--- src/rtl/tgc_pkg.sv ---
// tgc_pkg: register map, field positions and reset values of the timer
// gate control block; assumes a 32-bit AXI4-Lite slave port.
package tgc_pkg;

    // bus geometry
    localparam int unsigned TGC_ADDR_W = 8;
    localparam int unsigned TGC_DATA_W = 32;

    // register byte offsets
    localparam logic [7:0] TGC_OFF_GATE_CTRL  = 8'h00;
    localparam logic [7:0] TGC_OFF_RUN_CTRL   = 8'h04;
    localparam logic [7:0] TGC_OFF_IRQ_STATUS = 8'h08;
    localparam logic [7:0] TGC_OFF_IRQ_MASK   = 8'h0C;
    localparam logic [7:0] TGC_OFF_STATE      = 8'h10;

    // gate_control field positions
    localparam int unsigned TGC_GE_BIT  = 7;
    localparam int unsigned TGC_POL_BIT = 6;
    localparam int unsigned TGC_TM_BIT  = 5;
    localparam int unsigned TGC_SPM_BIT = 4;
    localparam int unsigned TGC_ACQ_BIT = 3;

    // run control and state fields
    localparam int unsigned TGC_RUN_BIT      = 0;
    localparam int unsigned TGC_ST_GATE_BIT  = 0;
    localparam int unsigned TGC_ST_TFF_BIT   = 1;
    localparam int unsigned TGC_ST_IN_BIT    = 2;

    // interrupt event bits
    localparam int unsigned TGC_IRQ_W        = 2;
    localparam int unsigned TGC_EV_EDGE_BIT  = 0;
    localparam int unsigned TGC_EV_DONE_BIT  = 1;

    // reset values
    localparam logic [TGC_IRQ_W-1:0] TGC_MASK_RST = 2'h0;
    localparam logic                 TGC_CTL_RST  = 1'b0;

    // axi responses
    localparam logic [1:0] TGC_RESP_OKAY   = 2'h0;
    localparam logic [1:0] TGC_RESP_SLVERR = 2'h2;

    // single-pulse sequencer
    typedef enum logic [1:0]
    {
        TGC_SP_IDLE  = 2'b00,
        TGC_SP_WAIT  = 2'b01,
        TGC_SP_COUNT = 2'b10
    } tgc_sp_state_t;

endpackage

--- src/rtl/tgc_edge.sv ---
// tgc_edge: one-flop edge finder for a synchronous level
// assumes the level is already synchronous to clock
`timescale 1ns/1ps
`default_nettype none
module tgc_edge
(
    input  wire logic clock,   // block clock
    input  wire logic srst,    // synchronous reset, high
    input  wire logic level,   // watched level
    output logic      rise,    // level went 0 to 1 this cycle
    output logic      fall     // level went 1 to 0 this cycle
);
    logic prev;       // level one cycle ago
    logic next_prev;  // next value of prev

    // next value is simply the present level
    always_comb
    begin
        next_prev = level;
    end

    // reset low so a high level right after reset counts as a rise
    always_ff @(posedge clock)
    begin
        if (srst)
            prev <= 1'b0;
        else
            prev <= next_prev;
    end

    assign rise = level & ~prev;
    assign fall = ~level & prev;
endmodule
`default_nettype wire

--- src/rtl/tgc_top.sv ---
// tgc_top: timer gate control with an AXI4-Lite register slave
// assumes gate_in is synchronous to clock; count_gate qualifies
// the counter core outside this block
`timescale 1ns/1ps
`default_nettype none
module tgc_top
    import tgc_pkg::*;
(
    input  wire logic                  clock,    // 100 MHz block clock
    input  wire logic                  srst,     // synchronous reset
    // write address channel
    input  wire logic                  awvalid,
    output logic                       awready,
    input  wire logic [TGC_ADDR_W-1:0] awaddr,
    // write data channel
    input  wire logic                  wvalid,
    output logic                       wready,
    input  wire logic [TGC_DATA_W-1:0] wdata,
    input  wire logic [3:0]            wstrb,
    // write response channel
    output logic                       bvalid,
    input  wire logic                  bready,
    output logic [1:0]                 bresp,
    // read address channel
    input  wire logic                  arvalid,
    output logic                       arready,
    input  wire logic [TGC_ADDR_W-1:0] araddr,
    // read data channel
    output logic                       rvalid,
    input  wire logic                  rready,
    output logic [TGC_DATA_W-1:0]      rdata,
    output logic [1:0]                 rresp,
    // gate side
    input  wire logic                  gate_in,    // external gate
    output logic                       count_gate, // counter qualifier
    output logic                       irq         // level interrupt
);

    // ---------------- write channel state ----------------
    logic                  aw_held;       // address taken, not used
    logic                  next_aw_held;
    logic [TGC_ADDR_W-1:0] awaddr_q;      // captured address
    logic [TGC_ADDR_W-1:0] next_awaddr_q;
    logic                  w_held;        // data taken, not used
    logic                  next_w_held;
    logic [TGC_DATA_W-1:0] wdata_q;       // captured data
    logic [TGC_DATA_W-1:0] next_wdata_q;
    logic                  wstrb0_q;      // only lane 0 is used
    logic                  next_wstrb0_q;
    logic                  next_awready;
    logic                  next_wready;
    logic                  next_bvalid;
    logic [1:0]            next_bresp;
    logic                  wr_fire;       // register write this cycle

    // ---------------- read channel state ----------------
    logic                  next_arready;
    logic                  next_rvalid;
    logic [TGC_DATA_W-1:0] next_rdata;
    logic [1:0]            next_rresp;
    logic                  rd_fire;       // read address taken

    // ---------------- control registers ----------------
    logic                  gate_enable_bit;
    logic                  gate_polarity;
    logic                  gate_toggle_mode;
    logic                  gate_single_pulse_mode;
    logic                  timer_run_enable;
    logic [TGC_IRQ_W-1:0]  irq_mask;
    logic                  next_ge;
    logic                  next_pol;
    logic                  next_tm;
    logic                  next_spm;
    logic                  next_run;
    logic [TGC_IRQ_W-1:0]  next_irq_mask;
    logic                  gate_wr;       // write hits gate_control
    logic                  arm_req;       // software arms acquisition

    // ---------------- gate path ----------------
    logic                  toggle_ff;     // gate toggle flip-flop
    logic                  next_toggle_ff;
    tgc_sp_state_t         sp_state;      // single-pulse sequencer
    tgc_sp_state_t         next_sp_state;
    logic                  next_count_gate;
    logic                  active_lvl;    // gate after polarity
    logic                  act_rise;
    logic                  base_lvl;      // after toggle stage
    logic                  base_rise;
    logic                  base_fall;
    logic                  sp_gate;       // single-pulse qualifier
    logic                  gated_lvl;     // final gate function
    logic                  sp_done;       // acquisition finished
    logic                  single_pulse_acquire_status;

    // ---------------- interrupt state ----------------
    logic [TGC_IRQ_W-1:0]  irq_status;
    logic [TGC_IRQ_W-1:0]  next_irq_status;
    logic                  next_irq;
    logic [TGC_IRQ_W-1:0]  events;        // one-cycle event pulses
    logic                  status_rd;     // read of status clears it

    // write channel: address and data accepted in either order,
    // response issued once both are held and no response pending
    always_comb
    begin
        next_aw_held  = aw_held;
        next_awaddr_q = awaddr_q;
        next_w_held   = w_held;
        next_wdata_q  = wdata_q;
        next_wstrb0_q = wstrb0_q;
        next_bvalid   = bvalid;
        next_bresp    = bresp;
        wr_fire       = 1'b0;
        if (awvalid && awready)
        begin
            next_aw_held  = 1'b1;
            next_awaddr_q = awaddr;
        end
        if (wvalid && wready)
        begin
            next_w_held   = 1'b1;
            next_wdata_q  = wdata;
            next_wstrb0_q = wstrb[0];
        end
        if (bvalid && bready)
            next_bvalid = 1'b0;
        // a new response waits until the old one is gone
        if (aw_held && w_held && !bvalid)
        begin
            wr_fire     = 1'b1;
            next_aw_held = 1'b0;
            next_w_held  = 1'b0;
            next_bvalid  = 1'b1;
            case (awaddr_q)
                TGC_OFF_GATE_CTRL, TGC_OFF_RUN_CTRL,
                TGC_OFF_IRQ_STATUS, TGC_OFF_IRQ_MASK,
                TGC_OFF_STATE:
                    next_bresp = TGC_RESP_OKAY;
                default:
                    next_bresp = TGC_RESP_SLVERR; // unmapped
            endcase
        end
        next_awready = ~next_aw_held;
        next_wready  = ~next_w_held;
    end

    // write channel registers
    always_ff @(posedge clock)
    begin
        if (srst)
        begin
            aw_held  <= 1'b0;
            awaddr_q <= '0;
            w_held   <= 1'b0;
            wdata_q  <= '0;
            wstrb0_q <= 1'b0;
            awready  <= 1'b1;
            wready   <= 1'b1;
            bvalid   <= 1'b0;
            bresp    <= TGC_RESP_OKAY;
        end
        else
        begin
            aw_held  <= next_aw_held;
            awaddr_q <= next_awaddr_q;
            w_held   <= next_w_held;
            wdata_q  <= next_wdata_q;
            wstrb0_q <= next_wstrb0_q;
            awready  <= next_awready;
            wready   <= next_wready;
            bvalid   <= next_bvalid;
            bresp    <= next_bresp;
        end
    end

    // read channel: data captured at address handshake, so a
    // status read returns the bits that the same read clears
    always_comb
    begin
        rd_fire      = arvalid && arready;
        next_arready = arready;
        next_rvalid  = rvalid;
        next_rdata   = rdata;
        next_rresp   = rresp;
        if (rvalid && rready)
        begin
            next_rvalid  = 1'b0;
            next_arready = 1'b1;
        end
        if (rd_fire)
        begin
            next_arready = 1'b0;
            next_rvalid  = 1'b1;
            next_rdata   = '0;
            next_rresp   = TGC_RESP_OKAY;
            case (araddr)
                TGC_OFF_GATE_CTRL:
                begin
                    next_rdata[TGC_GE_BIT]  = gate_enable_bit;
                    next_rdata[TGC_POL_BIT] = gate_polarity;
                    next_rdata[TGC_TM_BIT]  = gate_toggle_mode;
                    next_rdata[TGC_SPM_BIT] = gate_single_pulse_mode;
                    next_rdata[TGC_ACQ_BIT] =
                        single_pulse_acquire_status;
                end
                TGC_OFF_RUN_CTRL:
                    next_rdata[TGC_RUN_BIT] = timer_run_enable;
                TGC_OFF_IRQ_STATUS:
                    next_rdata[TGC_IRQ_W-1:0] = irq_status;
                TGC_OFF_IRQ_MASK:
                    next_rdata[TGC_IRQ_W-1:0] = irq_mask;
                TGC_OFF_STATE:
                begin
                    next_rdata[TGC_ST_GATE_BIT] = count_gate;
                    next_rdata[TGC_ST_TFF_BIT]  = toggle_ff;
                    next_rdata[TGC_ST_IN_BIT]   = gate_in;
                end
                default:
                    next_rresp = TGC_RESP_SLVERR;     // unmapped
            endcase
        end
    end

    // read channel registers
    always_ff @(posedge clock)
    begin
        if (srst)
        begin
            arready <= 1'b1;
            rvalid  <= 1'b0;
            rdata   <= '0;
            rresp   <= TGC_RESP_OKAY;
        end
        else
        begin
            arready <= next_arready;
            rvalid  <= next_rvalid;
            rdata   <= next_rdata;
            rresp   <= next_rresp;
        end
    end

    // control registers; byte lane 0 carries every field
    always_comb
    begin
        next_ge       = gate_enable_bit;
        next_pol      = gate_polarity;
        next_tm       = gate_toggle_mode;
        next_spm      = gate_single_pulse_mode;
        next_run      = timer_run_enable;
        next_irq_mask = irq_mask;
        gate_wr = wr_fire && wstrb0_q && awaddr_q == TGC_OFF_GATE_CTRL;
        // arming only makes sense with single-pulse mode on
        arm_req = gate_wr && wdata_q[TGC_ACQ_BIT]
                  && wdata_q[TGC_SPM_BIT];
        if (gate_wr)
        begin
            next_ge  = wdata_q[TGC_GE_BIT];
            next_pol = wdata_q[TGC_POL_BIT];
            next_tm  = wdata_q[TGC_TM_BIT];
            next_spm = wdata_q[TGC_SPM_BIT];
        end
        if (wr_fire && wstrb0_q && awaddr_q == TGC_OFF_RUN_CTRL)
            next_run = wdata_q[TGC_RUN_BIT];
        if (wr_fire && wstrb0_q && awaddr_q == TGC_OFF_IRQ_MASK)
            next_irq_mask = wdata_q[TGC_IRQ_W-1:0];
    end

    // control register storage
    always_ff @(posedge clock)
    begin
        if (srst)
        begin
            gate_enable_bit        <= TGC_CTL_RST;
            gate_polarity          <= TGC_CTL_RST;
            gate_toggle_mode       <= TGC_CTL_RST;
            gate_single_pulse_mode <= TGC_CTL_RST;
            timer_run_enable       <= TGC_CTL_RST;
            irq_mask               <= TGC_MASK_RST;
        end
        else
        begin
            gate_enable_bit        <= next_ge;
            gate_polarity          <= next_pol;
            gate_toggle_mode       <= next_tm;
            gate_single_pulse_mode <= next_spm;
            timer_run_enable       <= next_run;
            irq_mask               <= next_irq_mask;
        end
    end

    // polarity stage: active level is high when gating allows counts
    assign active_lvl = gate_polarity ? gate_in : ~gate_in;

    // edges of the polarity-adjusted gate feed the toggle stage
    tgc_edge u_act_edge
    (
        .clock (clock),
        .srst  (srst),
        .level (active_lvl),
        .rise  (act_rise),
        .fall  ()
    );

    // toggle stage output, then its edges for single-pulse use
    assign base_lvl = gate_toggle_mode ? toggle_ff : active_lvl;

    tgc_edge u_base_edge
    (
        .clock (clock),
        .srst  (srst),
        .level (base_lvl),
        .rise  (base_rise),
        .fall  (base_fall)
    );

    // gate path: toggle flip-flop, single-pulse sequencer, final gate
    always_comb
    begin
        next_toggle_ff = toggle_ff;
        next_sp_state  = sp_state;
        sp_done        = 1'b0;
        if (!gate_toggle_mode)
            next_toggle_ff = 1'b0;
        else if (act_rise)
            next_toggle_ff = ~toggle_ff;
        // the pulse that starts in the arming cycle is not taken:
        // counting needs a fresh rising edge seen from WAIT
        case (sp_state)
            TGC_SP_IDLE:
                if (arm_req)
                    next_sp_state = TGC_SP_WAIT;
            TGC_SP_WAIT:
                if (base_rise)
                    next_sp_state = TGC_SP_COUNT;
            TGC_SP_COUNT:
                if (base_fall)
                begin
                    next_sp_state = TGC_SP_IDLE;
                    sp_done       = 1'b1;
                end
            default:
                next_sp_state = TGC_SP_IDLE;
        endcase
        // leaving single-pulse mode abandons any acquisition
        if (!next_spm)
            next_sp_state = TGC_SP_IDLE;
        sp_gate = (sp_state == TGC_SP_WAIT && base_rise)
                  || (sp_state == TGC_SP_COUNT && base_lvl);
        gated_lvl = gate_single_pulse_mode ? sp_gate
                                           : base_lvl;
        // stopped timer: gate enable has no say at all
        if (!timer_run_enable)
            next_count_gate = 1'b0;
        else if (gate_enable_bit)
            next_count_gate = gated_lvl;
        else
            next_count_gate = 1'b1;
    end

    // gate path registers
    always_ff @(posedge clock)
    begin
        if (srst)
        begin
            toggle_ff  <= 1'b0;
            sp_state   <= TGC_SP_IDLE;
            count_gate <= 1'b0;
        end
        else
        begin
            toggle_ff  <= next_toggle_ff;
            sp_state   <= next_sp_state;
            count_gate <= next_count_gate;
        end
    end

    // status bit reads back as pending while an acquisition is open
    assign single_pulse_acquire_status = sp_state != TGC_SP_IDLE;

    // interrupt: sticky events, read clears, a new event wins
    always_comb
    begin
        events = '0;
        events[TGC_EV_EDGE_BIT] = act_rise;
        events[TGC_EV_DONE_BIT] = sp_done;
        status_rd = rd_fire && araddr == TGC_OFF_IRQ_STATUS;
        next_irq_status = (status_rd ? '0 : irq_status) | events;
        // computed from next values so irq tracks status exactly
        next_irq = |(next_irq_status & next_irq_mask);
    end

    // interrupt registers
    always_ff @(posedge clock)
    begin
        if (srst)
        begin
            irq_status <= '0;
            irq        <= 1'b0;
        end
        else
        begin
            irq_status <= next_irq_status;
            irq        <= next_irq;
        end
    end

    // ---------------- checks ----------------
    chk_run_off_gate: assert property (
        @(posedge clock) disable iff (srst)
        !timer_run_enable |=> !count_gate)
        else $error("gate open while timer stopped");

    chk_free_count: assert property (
        @(posedge clock) disable iff (srst)
        timer_run_enable && !gate_enable_bit |=> count_gate)
        else $error("ungated running timer not counting");

    chk_polarity_gate: assert property (
        @(posedge clock) disable iff (srst)
        timer_run_enable && gate_enable_bit && !gate_toggle_mode
        && !gate_single_pulse_mode
        |=> count_gate == ($past(gate_polarity) ~^ $past(gate_in)))
        else $error("gate level does not follow polarity");

    chk_toggle_flip: assert property (
        @(posedge clock) disable iff (srst)
        gate_toggle_mode && act_rise
        |=> toggle_ff != $past(toggle_ff))
        else $error("toggle flip-flop missed an edge");

    chk_toggle_clear: assert property (
        @(posedge clock) disable iff (srst)
        !gate_toggle_mode |=> !toggle_ff)
        else $error("toggle flip-flop not cleared");

    chk_pulse_idle: assert property (
        @(posedge clock) disable iff (srst)
        timer_run_enable && gate_enable_bit
        && gate_single_pulse_mode && sp_state == TGC_SP_IDLE
        |=> !count_gate)
        else $error("idle single-pulse logic let gate open");

    chk_status_read: assert property (
        @(posedge clock) disable iff (srst)
        rd_fire && araddr == TGC_OFF_GATE_CTRL
        |=> rdata[TGC_ACQ_BIT] == $past(single_pulse_acquire_status))
        else $error("status bit misreported");

    chk_pulse_end: assert property (
        @(posedge clock) disable iff (srst)
        sp_state == TGC_SP_COUNT && base_fall
        && gate_single_pulse_mode && !arm_req
        |=> !single_pulse_acquire_status
            && irq_status[TGC_EV_DONE_BIT])
        else $error("acquisition not closed at pulse end");

endmodule
`default_nettype wire

--- config.mk ---
export PLATFORM = sky130hd
export DESIGN_NAME = tgc_top
export DESIGN_NICKNAME = d
export VERILOG_FILES = /design/src/rtl/tgc_pkg.sv /design/src/rtl/tgc_edge.sv /design/src/rtl/tgc_top.sv
export SDC_FILE = /design/constraint.sdc
export NUM_CORES = 1
export LEC_CHECK = 0
export BUFFER_PORTS_ARGS = -buffer_cell sky130_fd_sc_hd__buf_2
export CAP_MARGIN = 40
export CORE_MARGIN = 5
export CORE_UTILIZATION = 40
export DETAILED_ROUTE_END_ITERATION = 7
export PLACE_DENSITY_LB_ADDON = 0.08
export SYNTH_ARGS = -nofsm -noshare
export SYNTH_HDL_FRONTEND = slang
export SYNTH_SLANG_ARGS = --single-unit
--- constraint.sdc ---
create_clock -name clock -period 2.4 [get_ports clock]
set_input_delay 0 -clock clock [delete_from_list [all_inputs] [get_ports clock]]
set_output_delay 0 -clock clock [all_outputs]
set_load 0.005 [all_outputs]
### After elaboration in Yosys (flattened, before gate mapping)

Cells that the tools add are included.

* reductions and logical operators: 31
* bitwise gates (word level): 15
* order comparisons: 0
* divide/modulo/power cells: 0
* $add $sub $neg: 0
* muxes and demuxes: 30
* multiply operators: 0
* shift-type cells: 0
* equality and inequality tests: 13

Operators with widths (number)
* 8-bit by 4-bit equality test with 1-bit output, second input constant: 4
* 1-bit two-way mux: 19
* 8-bit by 3-bit equality test with 1-bit output, second input constant: 2
* 8-bit by 5-bit equality test with 1-bit output, second input constant: 2
* 1-bit logical AND: 16
* 8-bit zero test: 2
* 2-bit two-way mux: 7
* 1-bit NOT: 10
* 5-bit OR reduction: 2
* 2-bit OR reduction: 4
* 2-bit != test, second input constant: 3
* 2-bit one-hot mux with 3 select lines: 1
* 2-bit nonzero test: 3
* 5-bit two-way mux: 1
* 1-bit one-hot mux with 4 select lines: 1
* 1-bit AND: 3
* 1-bit one-hot mux with 3 select lines: 1
* 3-bit AND reduction: 1
* 2-bit AND: 1
* 2-bit by 1-bit equality test with 1-bit output, second input constant: 1
* 2-bit equality test, second input constant: 1
* 2-bit zero test: 1
* 2-bit bitwise OR: 1
* 1-bit zero test: 1
* 1-bit logical OR: 1

* ROM bits: 0
* logic and storage cells: 115
* latch bits: 0
* bits in writable memories: 0
* input bits: 60
* memories: 0
* output and inout bits: 43
* flip-flop bits (word level): 52

### Depth between registers and ports, before layout

* depth in word-level cells: 10
* gate-level depth with buffers: 5
* mapped depth without buffers: 4

### Cells and area by module

A second synthesis with hierarchy kept.

* cell total of the unflattened synthesis: 257
* area total of the unflattened synthesis: 2167.1 µm²

Modules (own cells, without submodules)
* tgc_top: cells each 249, area an instance 2089.5 µm², seq. area each 940.9 µm², instances 1
* tgc_edge: cells each 4, area an instance 38.8 µm², seq. area each 20.0 µm², instances 2

### Worst setup path before layout

No wires, ideal clock.

* kind: register to register
* start: register awaddr_q[7]
* end: register irq
* period minus slack after synthesis: 1.988 ns
* data required time: 2.283 ns
* path buffers: 0
* stages on the path, launching flop included: 5
* arrival: 1.871 ns
* path slack: 0.412 ns
* path through: dfxtp_1 or4_4 nor4_1 mux2_2 a22o_2

* word-level cells in the longest chain between the ends: 5

Ends and longest elaborated chain
* from (decl): RTL line tgc_top.sv:42 `logic [TGC_ADDR_W-1:0] awaddr_q;`
* from (signal assigned): RTL line tgc_top.sv:165 `awaddr_q <= next_awaddr_q;`
* 8-bit by 4-bit equality test with 1-bit output: RTL line tgc_top.sv:265 `if (wr_fire && wstrb0_q && awaddr_q == TGC_OFF_IRQ_MASK)`
* 1-bit logical AND: RTL line tgc_top.sv:265
* 2-bit two-way mux: RTL line tgc_top.sv:265
* 2-bit AND: RTL line tgc_top.sv:390 `next_irq = |(next_irq_status & next_irq_mask);`
* 2-bit OR reduction: RTL line tgc_top.sv:390
* to (signal assigned): RTL line tgc_top.sv:404 `irq <= next_irq;`
* to (decl): RTL line tgc_top.sv:36 `output logic irq`

Every way passes these cells.
A chain may end at the register's enable or synchronous reset.

### Final worst setup path

Same ends and word-level chain as after synthesis.

==> summary.md <==
| Metric | Value |
|---|---|
| Syn Area/Cell | `8.74 µm²` |
| Fmax | `466 MHz` |
| Yosys warning count | `0` |
| Setup CP Type | `reg2reg` |
| Total GRT Usage | `13.6%` |
| DR pass1 iterations | `4` |
| Clock root cell | `clkbuf_8` |
| Worst r2r path cells | `4` |
| Area grow syn2layout | `22.1%` |
| Initial antenna violation count | `0` |
| Critical Path Fanout Max | `4` |
| I/O Pins | `103` |
| Clock-pin slew on the worst setup and hold paths | `90 ps` |
| Worst slew pin tran | `525 ps` |
| Highest-count cells in the layout ignoring fill and taps | `dfxtp_1, buf_2, nand2_1, conb_1, a21oi_1` |
| Syn Inst Count | `247` |
| Post-cts resize count | `0` |
| Final net count | `373` |
| Critical path launch point type | `flip-flop` |
| Met2 WL post-DR | `2090 µm` |
| Outcome | `finished, final reports clean` |
| CTS buffer count | `5` |
| Clock H-tree levels | `2` |
| Fin crit period | `2150 ps` |
| CP Launch Point | `awaddr_q[7]` |
| Netlist Area Pre-Place | `2160 µm²` |
| Post-DP Area | `2360 µm²` |
| Unrepaired setup endpoints after global routing | `no` |
| Vias in the first global route | `1692` |
| DP HPWL | `3360 µm` |
| Hold_sp | `araddr[4]` |
| Clock sink count | `49` |
| FFs w/ async S/R, synth | `0%` |
| Max transition margin | `64.8%` |
| Die area | `6970 µm²` |
| RePlAce Congestion | `0.718` |
| Floorplan core area | `5170 µm²` |
| Drt initial violations | `76` |
| P_leak | `0.00108 µW` |
| Via/cell ratio | `4.69` |
| Synthesized flop and latch total | `49` |
| Max_cap viols | `0` |
| Most used DFF post-synth | `dfxtp_1` |
| Wl on met1 | `2190 µm` |
| Antenna Nets Post-Route | `0` |
| Wire per inst | `12.3 µm` |
| Hold endpoint | `rresp[1]` |
| Die width | `83.5 µm` |
| Synth cell types | `43` |
| Hold Fails Final Rpt | `0` |
| Die Y | `83.5 µm` |
| DRC | `0` |
| Worst path arrival time | `2340 ps` |
| Highest metal used | `met4` |
| Skew final | `10.5 ps` |
| Required @ worst endpoint | `2600 ps` |
| Met3 routed WL | `362 µm` |
| Via Count | `1802` |
| FF-to-FF setup slack | `250 ps` |
| Clk_lat worst skew | `300 ps` |
| Commonest non-fill, non-tap cell in the layout | `dfxtp_1` |
| CTS tree | `done` |
| Final WL | `4730 µm` |
| Diodes inserted | `0` |
| Layout cells sized above 1 | `20.4%` |
| Pins Over Slew Limit | `0` |
| Reg2reg end | `irq` |
| VDD IR max | `0.000330 V` |
| Initial core utilization | `41.8%` |
| Hold Path Stages | `3` |
| Total grt overflow | `0` |
| Setup TNS | `0 ps` |
| EDFF count, synth | `0` |
| Final Cycle Share | `89.4%` |
| CTS max path bufs | `2` |
| Total Power | `1520 µW` |
| Cell Pwr Density | `575 nW/µm²` |
| Global-route wire length before repair | `7870 µm` |
| Largest net degree at the start of global routing | `40` |
| CP endpoint kind | `flip-flop` |
| Post-route cell area | `2640 µm²` |
| Worst hold path type | `in2reg` |
| # setup viols final | `0` |
| RR Startpoint | `awaddr_q[7]` |
| FP Rows | `26` |
| Post-synthesis sequential area ratio | `45.4%` |
| IO Port Bufs | `48` |
## metrics by stage
stage	worst slack [ps]	instances	hold slack, ps	util [%]
2_1_floorplan	412	272	136	-
3_3_place_gp	274	357	241	45.7
3_5_place_dp	286	357	245	45.7
4_1_cts	255	384	17.9	51.0
5_1_grt	141	384	48.6	51.0
6_report	254	384	20.1	51.0
## logic make-up (layout without fill, tap and decap cells)
group / count (synthesis) / after routing / synth area share [%]
and+or+nand+nor: 97 / 97 / 23.1
AOI/OAI and AO/OA: 49 / 49 / 14.1
DFF: 49 / 49 / 45.4
buffers and inverters: 38 / 80 / 11.1
muxes: 11 / 11 / 5.21
xor gates and xnor gates: 2 / 2 / 0.811
other: 1 / 26 / 0.174
## sequential cells by signal (all words and copies together) (netlist names), 2 cells and up
signal / count
irq_mask: 2
sp_state: 2
rdata: 8
wdata_q: 7
awaddr_q: 8
irq_status: 2
## timing repair
action,CTS,global route
buffers inserted,0,0
hold buffers,19,0
hold endpoints to repair,19,0
## area by class of cell
cell class	count	area, µm²
clock buffers	6	72.6
clock inverters	2	10.0
fillers	532	2540
inverters	4	15.0
multi-input cells	185	1030
flip-flops and latches	49	981
well taps	70	87.6
repair buffers	68	438
## metal layers
layer  global-route usage [%]  vias to the layer above
met5                        0                        -
met4                     5.70                        0
met3                     3.75                        8
met2                     22.0                       56
met1                     17.0                      807
li1                         -                      931
## worst max path at each step
| stage | cells after the start | slack [ps] | end |
|---|---|---|---|
| after floorplan | 4 | 410 | irq |
| after global placement | 4 | 270 | irq |
| after detailed placement | 4 | 290 | irq |
| after CTS | 4 | 260 | irq |
| after global routing | 4 | 140 | irq |
| final | 4 | 250 | irq |
## worst max-delay path: stages, from the launching register on
cell	delay, ps
dfxtp_1	320
or4_4	580
nor4_1	500
mux2_2	400
a22o_2	240
## synthesized netlist by cell type, types with 2 or more instances
| master | number | area (µm²) |
|---|---|---|
| nand4b_1 | 3 | 26.3 |
| inv_1 | 3 | 11.3 |
| o21ai_0 | 9 | 45.0 |
| clkbuf_1 | 7 | 26.3 |
| buf_4 | 26 | 195 |
| xor2_1 | 2 | 17.5 |
| nand3b_1 | 3 | 22.5 |
| nor3b_1 | 2 | 15.0 |
| nor2_1 | 20 | 75.1 |
| nand2_1 | 46 | 173 |
| nand2b_1 | 3 | 18.8 |
| a22oi_1 | 4 | 30.0 |
| dfxtp_1 | 49 | 981 |
| mux2_2 | 2 | 22.5 |
| o21a_1 | 3 | 22.5 |
| nor4_1 | 4 | 25.0 |
| a311oi_1 | 2 | 17.5 |
| mux2i_1 | 9 | 90.1 |
| a21oi_1 | 23 | 115 |
| and2_1 | 4 | 25.0 |
## power breakdown
part           internal (µW)  leakage [µW]  total [µW]  switching [µW]
Sequential               846      0.000400         870            23.8
Combinational           81.1      0.000638         180            98.6
Clock                    202     0.0000450         466             264
Total                   1130       0.00108        1520             386
No activity file was read; power rests on OpenSTA's default activity.
